<file path="src/spi_flag_pkg.sv">
// constants shared by the spi status flag sequencer and its test bench
// assumes a 32-bit classic wishbone bus with byte selects
package spi_flag_pkg;

  // register word offsets (byte addresses)
  localparam logic [7:0] OFF_STATUS   = 8'h00;
  localparam logic [7:0] OFF_DATA     = 8'h04;
  localparam logic [7:0] OFF_CTRL_ONE = 8'h08;
  localparam logic [7:0] OFF_CTRL_TWO = 8'h0c;
  localparam logic [7:0] OFF_IRQ_STAT = 8'h10;
  localparam logic [7:0] OFF_IRQ_MASK = 8'h14;

  // serial_status field positions
  localparam int RCV_BIT   = 7;
  localparam int EMPTY_BIT = 5;
  localparam int FAULT_BIT = 4;

  // control_one field positions
  localparam int MASTER_BIT = 4;
  localparam int IRQ_EN_BIT = 7;

  // control_two field positions
  localparam int FAULT_EN_BIT = 4;
  localparam int WIDTH_BIT    = 6;

  // interrupt status / mask layout
  localparam int IRQ_RCV   = 0;
  localparam int IRQ_EMPTY = 1;
  localparam int IRQ_FAULT = 2;
  localparam int NUM_FLAGS = 3;

  // flag order inside the flag cell array
  localparam int F_RCV   = 0;
  localparam int F_EMPTY = 1;
  localparam int F_FAULT = 2;

  // reset values
  localparam logic       RCV_RST      = 1'b0;
  localparam logic       EMPTY_RST    = 1'b1;
  localparam logic       FAULT_RST    = 1'b0;
  localparam logic [7:0] CTRL_ONE_RST = 8'h00;
  localparam logic [7:0] CTRL_TWO_RST = 8'h00;
  localparam logic [2:0] IRQ_MASK_RST = 3'h0;
  localparam logic [15:0] DATA_RST    = 16'h0000;

endpackage

</file>
<file path="src/spi_flag_cell.sv">
// one status flag with its armed state
// assumes set, arm and clear strobes are single-cycle and synchronous
`timescale 1ns/100ps
`default_nettype none
module spi_flag_cell #(
  parameter logic RST_VAL = 1'b0
) (
  input  wire logic clk_i,
  input  wire logic rst_i,
  input  wire logic set_i,
  input  wire logic arm_i,
  input  wire logic clr_i,
  output logic      flag_o,
  output logic      next_o,
  output logic      hit_o
);

  logic flag_q;
  logic armed_q;
  logic armed_d;
  logic clr_hit;

  // a status read arms the cell only if it saw the flag set
  assign clr_hit = clr_i & armed_q;
  // set wins over a clear in the same cycle
  assign next_o  = set_i | (flag_q & ~clr_hit);
  assign armed_d = arm_i ? flag_q : (clr_hit ? 1'b0 : armed_q);
  assign flag_o  = flag_q;
  // lets the owner see an armed clear without a loop through next_o
  assign hit_o   = clr_hit;

  always_ff @(posedge clk_i) begin
    if (rst_i) begin
      flag_q  <= RST_VAL;
      armed_q <= 1'b0;
    end else begin
      flag_q  <= next_o;
      armed_q <= armed_d;
    end
  end

endmodule
`default_nettype wire

</file>
<file path="src/spi_status_flag_sequencer.sv">
// status flag sequencer of a serial peripheral interface, wishbone slave
// assumes an external shift engine: it pulses shift done with received
// data, takes queued transmit data with a take pulse, and supplies ss_n
//
// How it works
// - receive_complete_flag at status bit 7 sets once received data lands
// - transmit_empty_flag at status bit 5 reads 1 when transmit register empty
// - mode_fault_flag bit 4 sets when ss falls as master with detection on
// - armed mode fault clears on the next write to control_one
// - status reads anytime; writes to it change nothing
// - 8-bit width: status read seeing flag, then low byte read clears receive
// - 16-bit width: only a low byte read, alone or in a word, clears
// - high byte reads never touch the receive flag
// - 8-bit width: status read seeing empty, then low byte write clears
// - 16-bit width: only a low byte write, alone or in a word, clears
// - data writes while transmit_empty_flag is 0 are dropped
// - high byte writes never touch the transmit empty flag
// - with receive flag clear, a finished frame loads data and sets flag
// - mode fault raises an interrupt event only with irq_enable set
`timescale 1ns/100ps
`default_nettype none
module spi_status_flag_sequencer
  import spi_flag_pkg::*;
(
  input  wire logic        CLK_I,
  input  wire logic        SYS_RST_I,
  input  wire logic        CYC_I,
  input  wire logic        STB_I,
  input  wire logic        WE_I,
  input  wire logic [7:0]  ADR_I,
  input  wire logic [3:0]  SEL_I,
  input  wire logic [31:0] DAT_I,
  output logic      [31:0] DAT_O,
  output logic             ACK_O,
  input  wire logic        SS_N_I,
  input  wire logic        SHIFT_DONE_I,
  input  wire logic [15:0] RX_WORD_I,
  input  wire logic        TX_TAKE_I,
  output logic      [15:0] TX_WORD_O,
  output logic             TX_VALID_O,
  output logic             MASTER_O,
  output logic             WIDTH16_O,
  output logic             FAULT_EN_O,
  output logic             IRQ_O
);

  // bus decode
  logic        req;
  logic        rd;
  logic        wr;
  logic        hit_status;
  logic        hit_data;
  logic        hit_ctrl_one;
  logic        hit_ctrl_two;
  logic        hit_irq_stat;
  logic        hit_irq_mask;
  logic        lo_lane;
  logic        hi_lane;

  // registers
  logic        ack_q;
  logic [31:0] dat_q;
  logic [31:0] dat_d;
  logic [7:0]  ctrl_one_q;
  logic [7:0]  ctrl_one_d;
  logic [7:0]  ctrl_two_q;
  logic [7:0]  ctrl_two_d;
  logic [15:0] rx_data_q;
  logic [15:0] rx_data_d;
  logic [15:0] pend_data_q;
  logic [15:0] pend_data_d;
  logic        pend_q;
  logic        pend_d;
  logic [15:0] tx_data_q;
  logic [15:0] tx_data_d;
  logic        tx_valid_q;
  logic        ss_n_q;
  logic [2:0]  irq_stat_q;
  logic [2:0]  irq_stat_d;
  logic [2:0]  irq_mask_q;
  logic [2:0]  irq_mask_d;
  logic        irq_q;

  // flag cell strobes
  logic [NUM_FLAGS-1:0] flag_set;
  logic [NUM_FLAGS-1:0] flag_clr;
  logic [NUM_FLAGS-1:0] flag_q;
  logic [NUM_FLAGS-1:0] flag_d;
  logic [NUM_FLAGS-1:0] flag_hit;

  // reset pattern in flag cell order: fault, empty, receive
  localparam logic [NUM_FLAGS-1:0] FLAG_RST = {FAULT_RST, EMPTY_RST, RCV_RST};

  // events
  logic        status_rd;
  logic        lo_rd;
  logic        lo_wr;
  logic        hi_wr;
  logic        tx_open;
  logic        rx_clear;
  logic        rx_load;
  logic        pend_load;
  logic        fault_evt;
  logic        ctrl_one_wr;
  logic [7:0]  status_byte;
  logic [2:0]  irq_evt;

  // request is taken in the cycle before ack, so back-to-back
  // cycles never act twice on the same strobe
  assign req = CYC_I & STB_I & ~ack_q;
  assign rd  = req & ~WE_I;
  assign wr  = req & WE_I;

  assign hit_status   = (ADR_I == OFF_STATUS);
  assign hit_data     = (ADR_I == OFF_DATA);
  assign hit_ctrl_one = (ADR_I == OFF_CTRL_ONE);
  assign hit_ctrl_two = (ADR_I == OFF_CTRL_TWO);
  assign hit_irq_stat = (ADR_I == OFF_IRQ_STAT);
  assign hit_irq_mask = (ADR_I == OFF_IRQ_MASK);

  // low data byte on lane 0, high data byte on lane 1
  assign lo_lane = SEL_I[0];
  assign hi_lane = SEL_I[1];

  // status reads never change flags themselves; only arm cells
  assign status_rd = rd & hit_status;

  // high byte reads are not part of the clear condition
  assign lo_rd = rd & hit_data & lo_lane;

  // data writes count only while the transmit register is empty
  assign tx_open = flag_q[F_EMPTY];
  assign lo_wr   = wr & hit_data & lo_lane & tx_open;
  assign hi_wr   = wr & hit_data & hi_lane & tx_open;

  assign ctrl_one_wr = wr & hit_ctrl_one & lo_lane;

  // receive side
  // a low byte read that hits an armed flag frees the data register
  assign rx_clear  = lo_rd;
  assign rx_load   = SHIFT_DONE_I & ~flag_q[F_RCV];
  // the waiting word moves up when an armed clear frees the data register,
  // or when a clear and a frame met in one cycle and left it waiting
  assign pend_load = pend_q & ((flag_q[F_RCV] & flag_hit[F_RCV])
                     | (~flag_q[F_RCV] & ~SHIFT_DONE_I));

  // mode fault: falling slave select seen as master with detection on
  assign fault_evt = ctrl_one_q[MASTER_BIT] & ctrl_two_q[FAULT_EN_BIT]
                     & ss_n_q & ~SS_N_I;

  assign flag_set[F_RCV]   = rx_load | pend_load;
  assign flag_set[F_EMPTY] = TX_TAKE_I & ~flag_q[F_EMPTY];
  assign flag_set[F_FAULT] = fault_evt;

  assign flag_clr[F_RCV]   = rx_clear;
  assign flag_clr[F_EMPTY] = lo_wr;
  assign flag_clr[F_FAULT] = ctrl_one_wr;

  // the receive cell's hit tells the pending slot when the data register frees
  genvar gi;
  generate
    for (gi = 0; gi < NUM_FLAGS; gi++) begin : g_flag
      spi_flag_cell #(
        .RST_VAL (FLAG_RST[gi])
      ) u_cell (
        .clk_i  (CLK_I),
        .rst_i  (SYS_RST_I),
        .set_i  (flag_set[gi]),
        .arm_i  (status_rd),
        .clr_i  (flag_clr[gi]),
        .flag_o (flag_q[gi]),
        .next_o (flag_d[gi]),
        .hit_o  (flag_hit[gi])
      );
    end
  endgenerate

  // status byte view
  always_comb begin
    status_byte            = 8'h00;
    status_byte[RCV_BIT]   = flag_q[F_RCV];
    status_byte[EMPTY_BIT] = flag_q[F_EMPTY];
    status_byte[FAULT_BIT] = flag_q[F_FAULT];
  end

  // received data holding and the one-deep pending slot
  // a second frame waits in the pending slot; a new transmit start
  // while it waits makes it stale, as a third frame would overrun it
  always_comb begin
    rx_data_d   = rx_data_q;
    pend_data_d = pend_data_q;
    pend_d      = pend_q;
    // a fresh frame into an empty register makes any waiting word stale
    if (rx_load) begin
      rx_data_d = RX_WORD_I;
      pend_d    = 1'b0;
    end else if (pend_load) begin
      rx_data_d = pend_data_q;
      pend_d    = 1'b0;
    end
    // a frame that meets a set flag waits; a newer one overwrites it
    if (SHIFT_DONE_I && flag_q[F_RCV]) begin
      pend_data_d = RX_WORD_I;
      pend_d      = 1'b1;
    end else if (TX_TAKE_I && pend_q && !pend_load) begin
      pend_d = 1'b0;
    end
  end

  // transmit data: high byte may be rewritten freely before the low byte
  always_comb begin
    tx_data_d = tx_data_q;
    if (hi_wr) begin
      tx_data_d[15:8] = DAT_I[15:8];
    end
    if (lo_wr) begin
      tx_data_d[7:0] = DAT_I[7:0];
    end
  end

  // control registers; a mode fault drops the master bit at once
  always_comb begin
    ctrl_one_d = ctrl_one_q;
    ctrl_two_d = ctrl_two_q;
    if (ctrl_one_wr) begin
      ctrl_one_d = DAT_I[7:0];
    end
    if (wr && hit_ctrl_two && lo_lane) begin
      ctrl_two_d = DAT_I[7:0];
    end
    if (fault_evt) begin
      ctrl_one_d[MASTER_BIT] = 1'b0;
    end
  end

  // interrupt events are gated by irq_enable at the moment they occur
  assign irq_evt[IRQ_RCV]   = flag_set[F_RCV] & ~flag_q[F_RCV]
                              & ctrl_one_q[IRQ_EN_BIT];
  assign irq_evt[IRQ_EMPTY] = flag_set[F_EMPTY] & ctrl_one_q[IRQ_EN_BIT];
  assign irq_evt[IRQ_FAULT] = fault_evt & ctrl_one_q[IRQ_EN_BIT];

  // write one to clear; a new event in the same cycle wins
  always_comb begin
    irq_stat_d = irq_stat_q;
    irq_mask_d = irq_mask_q;
    if (wr && hit_irq_stat && lo_lane) begin
      irq_stat_d = irq_stat_q & ~DAT_I[2:0];
    end
    irq_stat_d = irq_stat_d | irq_evt;
    if (wr && hit_irq_mask && lo_lane) begin
      irq_mask_d = DAT_I[2:0];
    end
  end

  // read mux; unmapped addresses read as zero but still acknowledge
  always_comb begin
    dat_d = 32'h0000_0000;
    if (rd) begin
      if (hit_status) begin
        dat_d[7:0] = status_byte;
      end else if (hit_data) begin
        dat_d[15:0] = rx_data_q;
      end else if (hit_ctrl_one) begin
        dat_d[7:0] = ctrl_one_q;
      end else if (hit_ctrl_two) begin
        dat_d[7:0] = ctrl_two_q;
      end else if (hit_irq_stat) begin
        dat_d[2:0] = irq_stat_q;
      end else if (hit_irq_mask) begin
        dat_d[2:0] = irq_mask_q;
      end else begin
        dat_d = 32'h0000_0000;
      end
    end
  end

  always_ff @(posedge CLK_I) begin
    if (SYS_RST_I) begin
      ack_q <= 1'b0;
      dat_q <= 32'h0000_0000;
    end else begin
      ack_q <= req;
      dat_q <= dat_d;
    end
  end

  always_ff @(posedge CLK_I) begin
    if (SYS_RST_I) begin
      rx_data_q   <= DATA_RST;
      pend_data_q <= DATA_RST;
      pend_q      <= 1'b0;
      tx_data_q   <= DATA_RST;
    end else begin
      rx_data_q   <= rx_data_d;
      pend_data_q <= pend_data_d;
      pend_q      <= pend_d;
      tx_data_q   <= tx_data_d;
    end
  end

  always_ff @(posedge CLK_I) begin
    if (SYS_RST_I) begin
      ctrl_one_q <= CTRL_ONE_RST;
      ctrl_two_q <= CTRL_TWO_RST;
      irq_stat_q <= 3'h0;
      irq_mask_q <= IRQ_MASK_RST;
    end else begin
      ctrl_one_q <= ctrl_one_d;
      ctrl_two_q <= ctrl_two_d;
      irq_stat_q <= irq_stat_d;
      irq_mask_q <= irq_mask_d;
    end
  end

  // ss_n is taken as synchronous; previous sample finds the falling edge
  always_ff @(posedge CLK_I) begin
    if (SYS_RST_I) begin
      ss_n_q     <= 1'b1;
      tx_valid_q <= 1'b0;
      irq_q      <= 1'b0;
    end else begin
      ss_n_q     <= SS_N_I;
      // valid follows the next empty state so it never lags the flag
      tx_valid_q <= ~flag_d[F_EMPTY];
      irq_q      <= |(irq_stat_d & irq_mask_d);
    end
  end

  // every output straight from a flip-flop
  assign ACK_O      = ack_q;
  assign DAT_O      = dat_q;
  assign TX_WORD_O  = tx_data_q;
  assign TX_VALID_O = tx_valid_q;
  assign MASTER_O   = ctrl_one_q[MASTER_BIT];
  assign WIDTH16_O  = ctrl_two_q[WIDTH_BIT];
  assign FAULT_EN_O = ctrl_two_q[FAULT_EN_BIT];
  assign IRQ_O      = irq_q;

endmodule
`default_nettype wire

</file>
<file path="config.mk">
export PLATFORM = sky130hd
export DESIGN_NAME = spi_status_flag_sequencer
export DESIGN_NICKNAME = d
export VERILOG_FILES = /design/src/spi_flag_pkg.sv /design/src/spi_flag_cell.sv /design/src/spi_status_flag_sequencer.sv
export SDC_FILE = /design/constraint.sdc
export NUM_CORES = 1
export LEC_CHECK = 0
export ABC_AREA = 1
export ABC_CLOCK_PERIOD_IN_PS = 4200
export BUFFER_PORTS_ARGS = -buffer_cell sky130_fd_sc_hd__buf_4
export CORE_MARGIN = 5
export CORE_UTILIZATION = 30
export CTS_CLUSTER_DIAMETER = 60
export DETAILED_ROUTE_END_ITERATION = 7
export PLACE_DENSITY_LB_ADDON = 0.25
export SETUP_SLACK_MARGIN = 0.1
export SYNTH_ARGS = -nofsm -noshare
export SYNTH_HDL_FRONTEND = slang
export SYNTH_SLANG_ARGS = --single-unit
</file>
<file path="constraint.sdc">
create_clock -name CLK_I -period 4.2 [get_ports CLK_I]
set_clock_uncertainty 0.05 [all_clocks]
set_input_delay 0.63 -clock CLK_I [delete_from_list [all_inputs] [get_ports CLK_I]]
set_output_delay 0.63 -clock CLK_I [all_outputs]
set_load 0.005 [all_outputs]
</file>
== Word-level counts from Yosys, hierarchy flattened ==
Index checks and enable logic that the tools add are counted.

* Add/subtract/negate cells: 0
* Multipliers: 0
* Divide/modulo/power cells: 0
* Magnitude comparators: 0
* Equal/unequal tests: 5
* Shifts and indexed selects: 0
* Mux-type cells: 20
* Bitwise operators: 53
* Reduce and logical (&&, ||, !) cells: 21

{| class="wikitable"
|+ Operators with widths
! operator !! number
|-
| bitwise AND 1 bit || 32
|-
| two-way mux 16 bit || 2
|-
| two-way mux 8 bit || 4
|-
| == test 8 x 4 -> 1 bit, second input constant || 2
|-
| == test 8 x 5 -> 1 bit, second input constant || 2
|-
| two-way mux 3 bit || 4
|-
| inverter 1 bit || 12
|-
| two-way mux 1 bit || 10
|-
| logical AND 1 bit || 9
|-
| == test 8 x 3 -> 1 bit, second input constant || 1
|-
| zero test 8 bit || 1
|-
| nonzero test 2 bit || 4
|-
| bitwise AND 3 bit || 2
|-
| OR reduction 3 bit || 2
|-
| bitwise OR 1 bit || 5
|-
| nonzero test 4 bit || 1
|-
| OR reduction 2 bit || 2
|-
| OR reduction 4 bit || 1
|-
| inverter 3 bit || 1
|-
| bitwise OR 3 bit || 1
|-
| zero test 1 bit || 1
|}

* Register bits: 113
* Latch bits: 0
* Bits in writable memories: 0
* ROM bits: 0
* Bits of input ports: 68
* Logic and storage cells: 122
* Memories: 0

== Longest topological paths before layout ==
* Depth in word-level cells: 15
* Depth in mapped cells: 11
* Mapped depth without buffers: 11

== By module ==
Synthesis repeated with hierarchy kept, for this count alone.

* Cell total of the unflattened synthesis: 537
* Area, all modules: 4045.1 µm²

{| class="wikitable"
|+ By module, submodules not included
! module !! times used !! cells each !! area each (µm²)
|-
| spi_status_flag_sequencer || 1 || 496 || 3771.1
|-
| spi_flag_cell (g_flag[0].u_cell ...) || 2 || 13 || 91.3
|-
| spi_flag_cell (g_flag[1].u_cell) || 1 || 15 || 91.3
|}

== Least setup slack after synthesis ==
Ideal clock, no wire load.

* Kind: input to register
* Start: in ADR_I[7]
* End: reg rx_data_q[0]
* Library setup time: 115 ps
* Data arrival time: 1628 ps
* Setup slack: 2407 ps
* Stages: 9
* Buffers on the path: 1
* Cell sequence: nor2_1 nand2_2 nor2_8 nand4_4 nand2_4 buf_6 nand3_1 nand2_1 nor2_1

* Cells in the longest elaborated chain, start to end: 8

{| class="wikitable"
|+ Ends and longest elaborated chain
! element !! RTL line !! source
|-
| from (decl) || spi_status_flag_sequencer.sv:30 || <nowiki>input wire logic [7:0] ADR_I,</nowiki>
|-
| == test 8 x 3 -> 1 bit || spi_status_flag_sequencer.sv:115 || <nowiki>assign hit_data = (ADR_I == OFF_DATA);</nowiki>
|-
| bitwise AND 1 bit (2 in series) || spi_status_flag_sequencer.sv:129 || <nowiki>assign lo_rd = rd & hit_data & lo_lane;</nowiki>
|-
| bitwise AND 1 bit || spi_flag_cell.sv:24 || <nowiki>assign clr_hit = clr_i & armed_q;</nowiki>
|-
| bitwise AND 1 bit || spi_status_flag_sequencer.sv:144 || <nowiki>assign pend_load = pend_q & ((flag_q[F_RCV] & flag_hit[F_RCV])</nowiki>
|-
| bitwise OR 1 bit || spi_status_flag_sequencer.sv:145 || <nowiki>| (~flag_q[F_RCV] & ~SHIFT_DONE_I));</nowiki>
|-
| bitwise AND 1 bit || spi_status_flag_sequencer.sv:144 ||
|-
| nonzero test 2 bit (no source line) || -- ||
|-
| to (signal assigned) || spi_status_flag_sequencer.sv:294 || <nowiki>rx_data_q <= rx_data_d;</nowiki>
|-
| to (decl) || spi_status_flag_sequencer.sv:68 || <nowiki>logic [15:0] rx_data_q;</nowiki>
|}

No other way between the ends.
A chain may end at the register's enable or synchronous reset.

== Final worst setup path ==
* Start: reg g_flag[0].u_cell.flag_q
* End: reg rx_data_q[12]

* Cells in the longest elaborated chain, start to end: 5
* Elaborated cells on any way between the ends: 8
* Classes of those cells: mux: 1; bitwise: 6; reduce/logical: 1

{| class="wikitable"
|+ Ends and longest elaborated chain
! element !! RTL line !! source
|-
| from (decl) || spi_flag_cell.sv:18 || <nowiki>logic flag_q;</nowiki>
|-
| from (signal assigned) || spi_flag_cell.sv:37 || <nowiki>flag_q <= next_o;</nowiki>
|-
| inverter 1 bit || spi_status_flag_sequencer.sv:141, spi_status_flag_sequencer.sv:145 ||
|-
| bitwise AND 1 bit || spi_status_flag_sequencer.sv:145 ||
|-
| bitwise OR 1 bit || spi_status_flag_sequencer.sv:145 ||
|-
| bitwise AND 1 bit || spi_status_flag_sequencer.sv:144 ||
|-
| nonzero test 2 bit (no source line) || -- ||
|}

Parallel ways exist; a longest one is shown, timed or not.

==> summary.txt <==
Outcome
  – Result of the run: completed

Clock network
  – Post-CTS setup-driven buffer insertion count: 0
  – Num CTS Buffers: 9
  – Sinks on the clock net: 97
  – CTS tree: built
  – H-Tree Depth: 3
  – Count of instances resized after the clock tree is built: 0
  – CTS Hold Buffers Added: 0
  – Latest clock arrival within the worst-skew pair: 340 ps
  – Clock Root Buffer: sky130_fd_sc_hd__clkbuf_16
  – Clk pin slew, worst setup/hold paths: 70 ps
  – Clock Path Buffers: 2

Flow run
  – Max capacitance violation total: 0

Layout
  – Final Util: 0.3752
  – Commonest cells after routing, fill and taps aside: sky130_fd_sc_hd__nor2_1 (128), sky130_fd_sc_hd__dfxtp_1 (97), sky130_fd_sc_hd__buf_4 (88)
  – Fill cell total of the finished layout: 1509
  – Total area of sequential cells: 1942 sq um
  – Area added between synthesis and finish: 22.16%
  – # nets final: 740
  – Multi-input combinational cell area: 1887 sq um
  – Ant. Diodes: 0
  – Commonest non-fill, non-tap cell in the layout: sky130_fd_sc_hd__nor2_1
  – Proportion of layout cells with a drive suffix above 1: 0.1905
  – Number of standard cells in the final layout excluding fillers: 857

Floorplan
  – Std cell rows: 43
  – Horizontal extent of the die: 129.7 um
  – Effective utilization at floorplan: 0.3072
  – Placeable core region: 13990 sq um
  – Die area: 16820 sq um
  – Chip Height: 129.7 um
  – I/O Pins: 122

Hold path
  – Worst hold start: rx_data_q[10]$_SDFFE_PP0P_
  – Worst min path class: reg -> reg

Drt
  – Detail Route Antenna Nets: 0
  – Number of detailed-route iterations in the first pass: 6
  – Detail-routed net length per standard cell: 12.50 um
  – Wire length after detailed routing: 10.71 mm
  – Initial DRC count: 319
  – Total number of vias: 3886
  – DR DRC count: 0
  – Mean number of vias per cell: 4.534

Placed design
  – Total placed cells including tap cells: 841
  – Quantity of I/O buffers inserted on ports: 87
  – Sum of net half-perimeters after detailed placement: 7.951 mm
  – Post-Place Setup Slack: 1671 ps
  – Placer's final routability congestion estimate: 0.8001

Setup path
  – Crit path cell chain: inv_2, nand2_2, nand2_1, nand3_1, nand2_1, nor2_1
  – Data arrival, critical path: 2560 ps
  – Most numerous cell on the critical path: sky130_fd_sc_hd__nand2_1
  – Slowest library cell on the worst path: sky130_fd_sc_hd__nand2_1
  – Delay of the slowest cell on the worst path: 750 ps
  – Element type at the critical path start: register
  – Critical Path Sink Type: register
  – Beginning of the worst register-to-register path: g_flag[0].u_cell.flag_o$_SDFF_PP0_
  – Worst Path Required: 4440 ps
  – CP startpoint: g_flag[0].u_cell.flag_o$_SDFF_PP0_
  – Classification of the worst setup path: reg -> reg
  – Largest fanout on the critical path: 32

GRT
  – Largest net degree at the start of global routing: 41
  – Wire length of the first global-routing pass: 17.60 mm
  – Global-route usage over all layers: 0.1304
  – Number of antenna violations at the first check in global routing: 0
  – Via count of the first global-routing pass: 3627
  – Global route overflow: 0

Timing
  – Actual slew at the worst max-slew pin: 1104 ps
  – Total count of max-transition violations in the final report: 0
  – Worst path setup slack after routing: 1875 ps
  – Final setup violating endpoints: 0
  – Number of failing hold endpoints at the final stage: 0
  – Setup total negative slack: 0 ps
  – Setup repair after global routing missed its margin: no
  – Achievable Freq: 0.4300 GHz
  – Post-route clock period utilization: 0.5537
  – Max-slew headroom: 0.2624
  – Minimum period implied by the final worst setup slack: 2325 ps

Synthesis
  – Dominant cell type by area after synthesis: sky130_fd_sc_hd__dfxtp_1
  – Portion of the post-synthesis area used by sequential elements: 0.4520
  – Number of warnings reported in the yosys synthesis log: 0
  – Per-instance average area after synthesis: 7.197 sq um
  – Main area contributors after synthesis: sky130_fd_sc_hd__dfxtp_1 (45%), sky130_fd_sc_hd__nor2_1 (11%), sky130_fd_sc_hd__nand2_1 (7.5%), sky130_fd_sc_hd__o21ai_0 (7.1%), sky130_fd_sc_hd__nand3_1 (5.4%)
  – Flip-flop and latch count after synthesis: 97
  – Post-synth top area share: 0.4520
  – Mapped Cells: 597
  – Count of unique library cells instantiated by Yosys: 33
  – Cell Area, Synth: 4297 sq um

Power and ir drop
  – Tot Pwr: 1935 uW
  – Ratio of total power to cell area: 368.8 nW/um^2
  – Cell leakage power: 0.002431 uW
  – Max IR drop VDD: 176.1 uV
## where the power goes
group	switching, uW	leakage, uW	total, uW	internal, uW
Clock	371	0.000132	777	407
Combinational	117	0.00151	193	76.3
Sequential	15.9	0.000787	965	949
Total	503	0.00243	1940	1430
## final timing paths
| path | cells past startpoint | to | slack (ps) |
|---|---|---|---|
| max reg2reg | 6 | rx_data_q[12]$_SDFFE_PP0P_ | 1870 |
| min | 2 | DAT_O[10]$_SDFF_PP0_ | 380 |
| max | 6 | rx_data_q[12]$_SDFFE_PP0P_ | 1870 |
| min reg2reg | 2 | DAT_O[10]$_SDFF_PP0_ | 380 |
## cell type report
| cell class | count | area share |
|---|---|---|
| well taps | 180 | 0.04291 |
| clock buffers | 9 | 0.04291 |
| repair buffers | 88 | 0.1259 |
| flip-flops and latches | 97 | 0.3700 |
| multi-input cells | 409 | 0.3595 |
| clock inverters | 7 | 0.01049 |
| inverters | 67 | 0.04839 |
## cell families after synthesis
family | synth area share
AO/OA/AOI/OAI | 0.1345
buffers and inverters | 0.1220
AND/OR/NAND/NOR | 0.2906
flip-flops | 0.4520
other | 0.0008728
## registers in the layout (all words and copies together), names as in the netlist, 8 cells and up
| register | cells |
|---|---|
| DAT_O | 16 |
| TX_WORD_O | 16 |
| ctrl_one_q | 8 |
| ctrl_two_q | 8 |
| pend_data_q | 16 |
| rx_data_q | 16 |
## stage by stage
step / cell area (sq um) / hold WS (ps)
after floorplan: 4353 / 358.1
after global placement: 4969 / 368.4
after detailed placement: 4969 / 370.0
after CTS: 5249 / 378.1
after global routing: 5249 / 401.7
final: 5249 / 378.8
## Yosys cell counts
master / n
sky130_fd_sc_hd__nand2_1: 86
sky130_fd_sc_hd__o21ai_0: 61
sky130_fd_sc_hd__nand3_1: 46
sky130_fd_sc_hd__nand4_4: 2
sky130_fd_sc_hd__buf_8: 1
sky130_fd_sc_hd__nor2_1: 128
sky130_fd_sc_hd__clkbuf_1: 9
sky130_fd_sc_hd__nor2_8: 1
sky130_fd_sc_hd__inv_2: 4
sky130_fd_sc_hd__nand3_2: 1
sky130_fd_sc_hd__nand3b_1: 1
sky130_fd_sc_hd__dfxtp_1: 97
sky130_fd_sc_hd__a21oi_2: 3
sky130_fd_sc_hd__buf_2: 8
sky130_fd_sc_hd__nor3_1: 1
sky130_fd_sc_hd__buf_6: 3
sky130_fd_sc_hd__o211ai_1: 3
sky130_fd_sc_hd__nand2_4: 2
sky130_fd_sc_hd__inv_1: 60
sky130_fd_sc_hd__nand2_2: 3
sky130_fd_sc_hd__conb_1: 1
sky130_fd_sc_hd__clkinv_1: 1
sky130_fd_sc_hd__nor2_4: 4
sky130_fd_sc_hd__o21ai_1: 5
sky130_fd_sc_hd__buf_12: 1
sky130_fd_sc_hd__clkinv_2: 2
sky130_fd_sc_hd__o31ai_1: 1
sky130_fd_sc_hd__a31oi_1: 1
sky130_fd_sc_hd__buf_4: 17
sky130_fd_sc_hd__nor2_2: 3
sky130_fd_sc_hd__and3_1: 1
sky130_fd_sc_hd__nand4_1: 3
sky130_fd_sc_hd__a21oi_1: 37
## routing by layer
layer | wire length [um] | GRT usage
met5 | 0 | 0
met4 | 215 | 0.06051
met3 | 816 | 0.02061
met2 | 4652 | 0.1975
met1 | 5029 | 0.1820
## worst max-delay path, delay by kind of cell (launching register included)
kind	cells	cell delay (ps)
simple gates	5	1600
buf+inv	1	150
flops	1	450
(Power assumes the default switching activity.)
